===== src/verilog/ldc_params.svh =====
// laser drive configuration: offsets, field positions, reset values
// assumes a 32-bit apb slave, one register per aligned word
`ifndef LDC_PARAMS_SVH
`define LDC_PARAMS_SVH
// offsets are printed as word indices; byte address = 4 * index
`define LDC_IDX_MODE_CTRL   8'h1A
`define LDC_IDX_DRIVE       8'h1C
`define LDC_IDX_DRIVE_INV   8'h1D
`define LDC_IDX_RANGE_CMP   8'h1F
`define LDC_IDX_STATUS      8'h02
`define LDC_RST_MODE_CTRL   8'h00
`define LDC_RST_DRIVE       8'h00
`define LDC_RST_DRIVE_INV   8'h00
`define LDC_RST_RANGE_CMP   8'h01
`define LDC_BIT_RANGE       7
`define LDC_BIT_FIXED5      5
`define LDC_BIT_FORCE_OFF   0
`define LDC_CAL_LSB         1
`define LDC_CAL_MSB         3
`define LDC_BIT_VALID       6
// full-scale divisor of the drive dac, and its zero-code offset
`define LDC_DAC_FULL        9'h180
`define LDC_DAC_BASE        9'h081
`endif


===== src/verilog/ldc_top.sv =====
// laser drive configuration register bank with apb access
// assumes one 40 MHz clock and a synchronous active-low reset
//
// Added by the designer: register access over APB.
package ldc_pkg;
   typedef struct packed {
      logic [7:0] mode_ctrl;
      logic [7:0] drive;
      logic [7:0] drive_inv;
      logic [7:0] range_cmp;
      logic [31:0] prdata;
      logic        emit_en_n;
      logic        valid;
   } ldc_state_t;
endpackage

`include "ldc_params.svh"

module ldc_top (
   input  wire logic        CLK,
   input  wire logic        RST_N,
   input  wire logic        PSEL,
   input  wire logic        PENABLE,
   input  wire logic        PWRITE,
   input  wire logic [11:0] PADDR,
   input  wire logic [31:0] PWDATA,
   output logic [31:0]      PRDATA,
   output logic             PREADY,
   output logic             PSLVERR,
   output logic [7:0]       DAC_CODE,
   output logic [8:0]       DAC_REL_NUM,
   output logic             EMITTER_ENABLE_LOW,
   output logic [2:0]       CALIBRATION_SELECT,
   output logic             RANGE_HIGH,
   output logic             LASER_SETTING_VALID_FLAG
);
   // ***************************************************************
   // state
   // ***************************************************************
   ldc_pkg::ldc_state_t st_r;
   ldc_pkg::ldc_state_t st_nxt;
   logic                drive_ok;
   logic                range_ok;
   logic                acc;
   logic                setup;
   logic                wr;
   logic                pair_ok;
   logic [9:0]          idx;
   logic                hit;
   logic [7:0]          rd;

   ldc_cmp_check #(.W(8)) u_drive_chk (
      .value   (st_r.drive),
      .inverse (st_r.drive_inv),
      .match   (drive_ok)
   );
   ldc_cmp_check #(.W(1)) u_range_chk (
      .value   (st_r.mode_ctrl[`LDC_BIT_RANGE]),
      .inverse (st_r.range_cmp[`LDC_BIT_RANGE]),
      .match   (range_ok)
   );

   // ***************************************************************
   // apb decode
   // ***************************************************************
   assign acc   = PSEL && PENABLE;
   assign setup = PSEL && !PENABLE;
   assign wr  = acc && PWRITE;
   assign idx = PADDR[11:2];
   always_comb begin
      hit = 1'b1;
      rd  = 8'h00;
      if (PADDR[1:0] != 2'h0) begin
         hit = 1'b0;
      end else if (idx == 10'(`LDC_IDX_MODE_CTRL)) begin
         rd = st_r.mode_ctrl;
      end else if (idx == 10'(`LDC_IDX_DRIVE)) begin
         rd = st_r.drive;
      end else if (idx == 10'(`LDC_IDX_DRIVE_INV)) begin
         rd = st_r.drive_inv;
      end else if (idx == 10'(`LDC_IDX_RANGE_CMP)) begin
         rd = st_r.range_cmp;
      end else if (idx == 10'(`LDC_IDX_STATUS)) begin
         rd = {1'b0, st_r.valid, 6'h00};
      end else begin
         hit = 1'b0;
      end
   end

   // ***************************************************************
   // next state
   // ***************************************************************
   always_comb begin
      st_nxt = st_r;
      // read word captured in setup so it already stands in access
      if (setup) begin
         st_nxt.prdata = {24'h000000, rd};
      end
      // each register stored independently, so write order is free
      if (wr && hit && idx == 10'(`LDC_IDX_MODE_CTRL)) begin
         st_nxt.mode_ctrl = PWDATA[7:0];
      end
      if (wr && hit && idx == 10'(`LDC_IDX_DRIVE)) begin
         st_nxt.drive = PWDATA[7:0];
      end
      if (wr && hit && idx == 10'(`LDC_IDX_DRIVE_INV)) begin
         st_nxt.drive_inv = PWDATA[7:0];
      end
      if (wr && hit && idx == 10'(`LDC_IDX_RANGE_CMP)) begin
         st_nxt.range_cmp = PWDATA[7:0];
      end
      // flag follows the registered pair, one cycle after the write
      st_nxt.valid = pair_ok;
      st_nxt.emit_en_n = !pair_ok
                         || st_r.mode_ctrl[`LDC_BIT_FORCE_OFF];
   end

   // both pairs must hold before the emitter may run
   assign pair_ok = drive_ok && range_ok;

   always_ff @(posedge CLK) begin
      if (!RST_N) begin
         st_r.mode_ctrl <= `LDC_RST_MODE_CTRL;
         st_r.drive     <= `LDC_RST_DRIVE;
         st_r.drive_inv <= `LDC_RST_DRIVE_INV;
         st_r.range_cmp <= `LDC_RST_RANGE_CMP;
         st_r.prdata    <= 32'h00000000;
         st_r.emit_en_n <= 1'b1;
         st_r.valid     <= 1'b0;
      end else begin
         st_r <= st_nxt;
      end
   end

   // ***************************************************************
   // outputs
   // ***************************************************************
   assign PRDATA  = st_r.prdata;
   assign PREADY  = 1'b1;
   assign PSLVERR = acc && !hit;
   assign DAC_CODE = st_r.drive;
   // relative current = (129 + code) / 384 of full scale
   assign DAC_REL_NUM = 9'(`LDC_DAC_BASE + {1'b0, st_r.drive});
   assign EMITTER_ENABLE_LOW = st_r.emit_en_n;
   assign CALIBRATION_SELECT =
      st_r.mode_ctrl[`LDC_CAL_MSB:`LDC_CAL_LSB];
   assign RANGE_HIGH = st_r.mode_ctrl[`LDC_BIT_RANGE];
   assign LASER_SETTING_VALID_FLAG = st_r.valid;
endmodule

===== src/verilog/ldc_cmp_check.sv =====
// one value / complement pair checker
// assumes both inputs come from registers on the same clock
module ldc_cmp_check #(
   parameter int W = 8
) (
   input  wire logic [W-1:0] value,
   input  wire logic [W-1:0] inverse,
   output logic              match
);
   assign match = (value == ~inverse);
endmodule


===== config.mk =====
export PLATFORM = sky130hd
export DESIGN_NAME = ldc_top
export DESIGN_NICKNAME = d
export VERILOG_FILES = /design/src/verilog/ldc_top.sv /design/src/verilog/ldc_cmp_check.sv
export VERILOG_INCLUDE_DIRS = /design/src /design/src/verilog
export SDC_FILE = /design/constraint.sdc
export NUM_CORES = 1
export LEC_CHECK = 0
export BUFFER_PORTS_ARGS = -buffer_cell sky130_fd_sc_hd__buf_2
export CELL_PAD_IN_SITES_DETAIL_PLACEMENT = 0
export CELL_PAD_IN_SITES_GLOBAL_PLACEMENT = 1
export CORE_UTILIZATION = 25
export DETAILED_ROUTE_END_ITERATION = 8
export PLACE_DENSITY = 0.65
export SKIP_LAST_GASP = 1
export SLEW_MARGIN = 10
export SYNTH_ARGS = -nofsm -noshare
export SYNTH_HDL_FRONTEND = slang
export SYNTH_SLANG_ARGS = --single-unit
export TNS_END_PERCENT = 10

===== constraint.sdc =====
create_clock -name CLK -period 3.85 [get_ports CLK]
set_clock_uncertainty 0.05 [all_clocks]
set_input_delay 0.5775 -clock CLK [delete_from_list [all_inputs] [get_ports CLK]]
set_output_delay 0.5775 -clock CLK [all_outputs]
set_load 0.02 [all_outputs]

=== Word level (Yosys, flattened, before mapping) ===
Index checks and enable logic that the tools add are counted.

* Bitwise logic cells: 2
* Muxes and demuxes: 12
* $add $sub $neg: 1
* Eq/ne operators: 7
* Reduce and logical (&&, ||, !) cells: 15

{| class="wikitable"
|+ Operators with widths
! kind !! number
|-
| == test 10 x 5 -> 1 bit (second input constant) || 4
|-
| two-way mux 8 bit || 5
|-
| == test 10 x 2 -> 1 bit (second input constant) || 1
|-
| logical AND 1 bit || 10
|-
| adder 8 x 8 -> 9 bit (first input constant) || 1
|-
| == test 8 bit || 1
|-
| inverter 8 bit || 1
|-
| two-way mux 7 bit || 1
|-
| two-way mux 1 bit || 6
|-
| zero test 1 bit || 3
|-
| nonzero test 2 bit || 1
|-
| == test 1 bit || 1
|-
| logical OR 1 bit || 1
|-
| inverter 1 bit || 1
|}

* Logic and storage cells: 44
* Bits in registers: 42
* Output and inout port bits: 57
* Input port bits: 49

=== Longest topological paths before layout ===
Gate-level depths: netlist of the first run.

* Depth after elaboration: 9
* Depth in mapped cells: 7
* Gate-level depth less buffers: 4

=== Hierarchy ===
A second synthesis of the first run with hierarchy kept.

* Cell total of the unflattened synthesis: 263
* Area total of the unflattened synthesis: 2439.8 sq um

{| class="wikitable"
|+ By module, submodules not included
! module !! seq. area each (sq um) !! instances !! cells each !! area each (sq um)
|-
| ldc_top || 840.8 || 1 || 251 || 2344.7
|-
| ldc_cmp_check at u_drive_chk || 0.0 || 1 || 11 || 86.3
|-
| ldc_cmp_check at u_range_chk || 0.0 || 1 || 1 || 8.8
|}

=== Least setup slack after synthesis of the first run ===
No wires, ideal clock.

* Path type: input-to-output
* From: input PADDR[2]
* To: output PSLVERR
* Path buffers: 1
* Slack: 1.754 ns
* Data arrival time: 1.469 ns
* Stages on the path: 4
* Data required time: 3.222 ns
* Cells stage by stage: or3b_1 buf_6 o21bai_1 a41oi_1

* Cells in the longest elaborated chain, start to end: 9
* Elaborated cells between the ends (all ways): 13
* Those cells by class: eq/ne (5); mux (6); reduce/logical (2)

{| class="wikitable"
|+ RTL lines
! element !! line !! RTL
|-
| start, declared || ldc_top.sv:25 || <nowiki>input wire logic [11:0] PADDR,</nowiki>
|-
| == test 10 x 2 -> 1 bit || ldc_top.sv:83 || <nowiki>end else if (idx == 10'(`LDC_IDX_STATUS)) begin</nowiki>
|-
| two-way mux 1 bit || ldc_top.sv:83 ||
|-
| two-way mux 1 bit || ldc_top.sv:81 || <nowiki>end else if (idx == 10'(`LDC_IDX_RANGE_CMP)) begin</nowiki>
|-
| two-way mux 1 bit || ldc_top.sv:79 || <nowiki>end else if (idx == 10'(`LDC_IDX_DRIVE_INV)) begin</nowiki>
|-
| two-way mux 1 bit || ldc_top.sv:77 || <nowiki>end else if (idx == 10'(`LDC_IDX_DRIVE)) begin</nowiki>
|-
| two-way mux 1 bit (*) || ldc_top.sv:75 || <nowiki>end else if (idx == 10'(`LDC_IDX_MODE_CTRL)) begin</nowiki>
|-
| two-way mux 1 bit (*) || ldc_top.sv:73 || <nowiki>if (PADDR[1:0] != 2'h0) begin</nowiki>
|-
| zero test 1 bit (*) || ldc_top.sv:140 || <nowiki>assign PSLVERR = acc && !hit;</nowiki>
|-
| logical AND 1 bit (*) || ldc_top.sv:140 ||
|-
| end, declared || ldc_top.sv:29 || <nowiki>output logic PSLVERR,</nowiki>
|}

Every way passes the cells marked *; elsewhere a longest branch is shown, timed or not.

=== Worst setup path in the final report of the first run ===
* From: input PADDR[3]
* To: output PSLVERR

The elaborated chain is that of the path after synthesis.

==> flow_summary_export.csv, run 1 <==
group,metric,value,unit
run_status,outcome,"complete, no violations",
setup_path,critical_path.max_fanout,16,
synth,synth_seq_cells,42,
drt,drt-total-wl,6.91,mm
final_layout,layout-drive-gt1-share,0.211,
clock_tree,clock_sinks,42,
floorplanning,boundaryPins,106,
placed_design,preCtsSetupSlack,1.21,ns
synth,ys.flop_type,"dfxtp_1",
placed_design,gp_congestion,0.792,
floorplanning,dieArea,10900,um2
synth,yosys_warnings,0,
sta,hold_viol_final,0,
global_routing,grt_antenna_before_repair,0,
floorplanning,die_w,104,um
synth,syn_inst,309,
floorplanning,fp-row-count,37,
final_layout,nFillCells,1101,
synth,synth_top_area_frac,0.321,
sta,tns,0,ns
synth,synthAdderAreaFrac,0.00477,
setup_path,cp.arrival,1.93,ns
synth,synth_edf_count,0,
final_layout,nNetsFinal,381,
global_routing,grt_pass1_vias,2002,
floorplanning,start_util,0.256,
synth,synth-compound-area-share,0.200,
sta,worst_slack,1.29,ns
global_routing,grt_max_degree,38,
power,switchingPower,0.000224,W
global_routing,grt_pass1_wl,10.9,mm
power,leakage,1.22,nW
synth,ys_seq_area_frac,0.321,
placed_design,dpl.hpwl,5.09,mm
setup_path,path_class,"input pin to output port",
power,p_seq_frac,0.452,
synth,synth_top_family_by_area,"simple AND/OR/NAND/NOR gates",
sta,fmax,391,MHz
setup_path,crit_path_start_kind,"input pin",
clock_tree,clock_latency,0.29,ns
power,combPwrFrac,0.098,
clock_tree,path_clk_slew,0.08,ns
global_routing,grt_usage,0.128,
placed_design,dp.cells,460,
floorplanning,core,10200,um2
synth,yosysMostFrequentCell,"buf_4",
clock_tree,hold_buffers,0,
drt,avgRoutedWirePerCell,14.8,um
synth,synth.avg_cell_area,8.49,um2
final_layout,area_growth,9.78,%
synth,muxShareOfSynthArea,0.0386,
drt,drtIter0Drc,105,
synth,synth-simple-area-share,0.214,
power,swShare,0.233,
synth,async_flop_share,0,
sta,post-route-period-util,0.665,
synth,synth.largest_area_cell,"dfxtp_1",
clock_tree,clock-root-buffer,"clkbuf_8",
synth,synthTopCellsByCount,"buf_4, dfxtp_1, a21boi_1, o21ai_1, nand2_1",
sta,rsz0062_at_grt,"no",
sta,relSlewSlack,0.544,
floorplanning,die_h,104,um
clock_tree,cts_resized,0,
drt,antenna_left,0,
power,vdd_drop_max,0.000134,V
clock_tree,postCtsSetupRepairBufs,0,
final_layout,antennaDiodeCount,0,
drt,drt_pre_antenna_iters,5,
clock_tree,numCtsBuffers,5,
placed_design,portBuffers,56,
global_routing,grt.overflow.total,0,
sta,slew_viol_final,0,
drt,via_per_inst,4.65,
synth,synth_area_leaders,"dfxtp_1, buf_4, a21boi_1",
synth,synth_xor_area_frac,0.0534,
power,power.density,333,nW/um2
clock_tree,cts_tree,"built",
clock_tree,clock_path_buffers,2,
setup_path,cp_data_required_time,3.22,ns
setup_path,cp-end-kind,"output port",
synth,synth_cell_types,49,
drt,drc_errors,0,
drt,num_vias,2178,
sta,worst_pin_slew,0.684,ns
synth,synth_area,2620,um2
final_layout,layout.cells.non_filler,468,
power,clkPwrFrac,0.450,
flow_run,cap_viol_max_count,0,
sta,finalSetupViolCount,0,
clock_tree,cts_max_level,2,
sta,period_needed,2.56,ns
min_path,min_path_type,"register to register",
power,internal_power,0.000735,W
[worst max-delay path: stages]
cell and delay [ns]:
buf_2 0.28, or3b_1 0.56, o21bai_1 0.20, a41oi_1 0.11, buf_2 0.20
[path summary, 6_finish.rpt]
kind,from,to,slack [ns],depth (start not counted)
worst min register to register,PRDATA[0],PRDATA[0],0.42,2
worst max register to register,LASER_SETTING_VALID_FLAG,PRDATA[6],2.35,4
worst min-delay path,PRDATA[0],PRDATA[0],0.42,2
worst max-delay path,PADDR[3],PSLVERR,1.29,5
[placed cells by master, fill, tap and decap left out, types with 2 or more instances in the layout]
master | netlist | routed
a21boi_1 | 23 | 23
a22oi_1 | 6 | 6
a31oi_1 | 2 | 2
and4_1 | 2 | 2
buf_2 | 5 | 56
bufinv_16 | 0 | 2
clkbuf_8 | 0 | 6
conb_1 | 2 | 25
dfxtp_1 | 42 | 42
inv_1 | 3 | 3
mux2i_1 | 9 | 9
nand2_1 | 21 | 21
nand2b_1 | 2 | 2
nand3_1 | 20 | 20
nand4_1 | 15 | 15
nor2_1 | 4 | 4
nor2b_1 | 10 | 10
nor3_1 | 3 | 3
o21ai_0 | 11 | 11
o21ai_1 | 22 | 22
o221ai_1 | 5 | 5
o31ai_1 | 2 | 2
or3b_1 | 2 | 2
or4b_1 | 2 | 2
xnor2_1 | 4 | 4
xor2_1 | 12 | 12
[power by group through the flow]
stage / clock network (W) / logic, W / registers, W
2_1_floorplan: 0 / 0.0000780 / 0.000444
3_3_place_gp: 0 / 0.0000925 / 0.000444
3_5_place_dp: 0 / 0.0000929 / 0.000444
4_1_cts: 0.000440 / 0.0000931 / 0.000434
5_1_grt: 0.000459 / 0.000101 / 0.000434
6_report: 0.000431 / 0.0000937 / 0.000434
[layer usage]
layer | part of all wire | track usage | vias to the layer above
met2 | 0.48 | 0.206 | 61
li1 | - | - | 1081
met3 | 0.045 | 0.0313 | 11
met1 | 0.46 | 0.164 | 1025
met5 | 0 | 0 | -
met4 | 0.019 | 0.0469 | 0
[cell families after synthesis]
kind of cell	count (synthesis)
other cells	2
fa+ha+maj	1
mux	10
compound gates	78
buf+inv	67
xor+xnor	16
simple gates	93
flops	42
[stage by stage]
| stage | total power (W) | hold WS, ns | area, um2 | util |
|---|---|---|---|---|
| 6_report | 0.000959 | 0.420 | 2880 | 0.281 |
| 5_1_grt | 0.000994 | 0.453 | 2880 | 0.281 |
| 4_1_cts | 0.000967 | 0.422 | 2880 | 0.281 |
| 3_5_place_dp | 0.000537 | 0.404 | 2740 | 0.267 |
| 3_3_place_gp | 0.000537 | 0.402 | 2740 | 0.267 |
| 2_1_floorplan | 0.000522 | 0.375 | 2710 | - |
[flip-flops by register name (all words and copies together) (netlist names)]
signal                    flops
CALIBRATION_SELECT            3
DAC_CODE                      8
EMITTER_ENABLE_LOW            1
LASER_SETTING_VALID_FLAG      1
PRDATA                        8
RANGE_HIGH                    1
st_r                         20
[area by class of cell]
cell class,count,area (um2),share of cell area
clock buffer,6,82.6,0.0287
multi-input combinational,223,1430,0.498
sequential,42,841,0.292
timing repair buffer,56,280,0.0973
tap,136,170,0.0591
clock inverter,2,60.1,0.0209
inverter,3,11.3,0.00391
Power figures use the tool's default switching activity.
==> run 2, diff against run 1 <==
==> constraint.sdc (replaced) <==
create_clock -name CLK -period 2.59 [get_ports CLK]
set_clock_uncertainty 0.05 [all_clocks]
set_input_delay 0.3885 -clock CLK [delete_from_list [all_inputs] [get_ports CLK]]
set_output_delay 0.3885 -clock CLK [all_outputs]
set_load 0.02 [all_outputs]
==> flow_summary_export.csv, run 2 (synthesized netlist as in run 1, its figures left out) <==
group,metric,value,unit
clock_tree,clock_latency,0.30,ns
sta,slew_viol_final,0,
floorplanning,boundaryPins,106,
run_status,outcome,"complete, no violations",
clock_tree,cts_tree,"built",
setup_path,path_buf_inv,2,
power,power.density,418,nW/um2
global_routing,grt_antenna_before_repair,0,
final_layout,layout-drive-gt1-share,0.216,
setup_path,cp-end-kind,"output port",
sta,fmax,456,MHz
setup_path,worstPathCellList,"buf_2 -> or3b_1 -> o21bai_1 -> a41oi_1 -> buf_2",
floorplanning,die_w,104,um
sta,post-route-period-util,0.847,
sta,hold_viol_final,0,
final_layout,layout.cells.non_filler,470,
power,combPwrFrac,0.119,
drt,antenna_left,0,
floorplanning,core,10200,um2
placed_design,dpl.hpwl,5.17,mm
power,clkPwrFrac,0.337,
drt,drtIter0Drc,165,
sta,hold_slack,0.337,ns
setup_path,critPathTopFamily,"simple AND/OR/NAND/NOR gates",
clock_tree,clock-root-buffer,"clkbuf_8",
sta,rsz0062_at_grt,"no",
placed_design,portBuffers,56,
power,power,0.00119,W
clock_tree,cts_max_level,2,
clock_tree,clock_path_buffers,2,
final_layout,area_growth,8.21,%
floorplanning,fp-row-count,37,
setup_path,crit_top_cell,"buf_2",
sta,finalSetupViolCount,0,
drt,drt_pre_antenna_iters,4,
final_layout,final_common_cell,"buf_2",
drt,via_per_inst,4.70,
final_layout,top_register,"st_r",
clock_tree,path_clk_slew,0.09,ns
floorplanning,die_h,104,um
setup_path,cp_slowest_stage_delay,0.57,ns
power,vdd_drop_max,0.000159,V
final_layout,antennaDiodeCount,0,
sta,relSlewSlack,0.560,
drt,avgRoutedWirePerCell,14.9,um
setup_path,path_class,"input pin to output port",
sta,worst_pin_slew,0.658,ns
setup_path,cp.arrival,1.76,ns
placed_design,gp_congestion,0.830,
placed_design,dp.cells,463,
floorplanning,dieArea,10900,um2
sta,period_needed,2.19,ns
flow_run,cap_viol_max_count,0,
setup_path,crit_path_start_kind,"input pin",
drt,drt-total-wl,7.02,mm
clock_tree,cts_resized,0,
clock_tree,clock_sinks,42,
clock_tree,hold_buffers,0,
clock_tree,numCtsBuffers,5,
setup_path,critical_path.max_fanout,16,
final_layout,nNetsFinal,384,
min_path,min_path_type,"input pin to register",
power,switchingPower,0.000321,W
power,internal_power,0.000864,W
power,leakage,1.21,nW
floorplanning,start_util,0.256,
power,swShare,0.271,
global_routing,grt_pass1_wl,11.2,mm
setup_path,cp_data_required_time,2.15,ns
global_routing,grt_max_degree,37,
final_layout,final_cell_mix,"buf_2, dfxtp_1, conb_1",
drt,drc_errors,0,
drt,num_vias,2210,
final_layout,largest_register_ffs,20,
sta,tns,0,ns
final_layout,fin_util,0.277,
global_routing,grt_pass1_vias,2077,
clock_tree,postCtsSetupRepairBufs,0,
setup_path,crit_slowest_cell,"or3b_1",
final_layout,nFillCells,1126,
global_routing,grt_usage,0.130,
power,p_seq_frac,0.544,
global_routing,grt.overflow.total,0,
run 2: worst min-delay path: stages:
cell	delay (ns)
buf_2	0.13
nand3_1	0.07
a21boi_1	0.05
run 2: power by group through the flow:
stage	clock [W]	combinational [W]	sequential, W
after floorplan	0	0.000116	0.000660
after global placement	0	0.000139	0.000660
after detailed placement	0	0.000140	0.000660
after CTS	0.000411	0.000141	0.000645
after global routing	0.000438	0.000153	0.000645
final	0.000399	0.000141	0.000645
run 2: final cells by class:
cell class	count	area [um2]	share of cell area
inverter	3	11.3	0.00397
multi-input combinational	223	1430	0.505
timing repair buffer	59	303	0.107
tap	136	170	0.0600
clock buffer	5	68.8	0.0243
clock inverter	2	10.0	0.00353
sequential	42	841	0.296
run 2: final timing paths:
kind,end,slack [ns],cells past startpoint,startpoint
setup / recovery,PSLVERR,0.40,5,PADDR[3]
setup reg to reg,PRDATA[6],1.07,4,LASER_SETTING_VALID_FLAG
hold / removal,st_r[39],0.34,3,PWDATA[5]
hold reg to reg,PRDATA[0],0.42,2,PRDATA[0]
run 2: metal layers:
layer	GRT usage	wire length, um
met1	0.163	3180
met2	0.215	3310
met3	0.0294	329
met4	0.0520	206
met5	0	0
run 2: per-stage QoR:
stage	cell area [um2]	setup WS [ns]
after floorplan	2710	0.872
after global placement	2760	0.412
after detailed placement	2760	0.402
after CTS	2840	0.397
after global routing	2840	0.308
final	2840	0.396
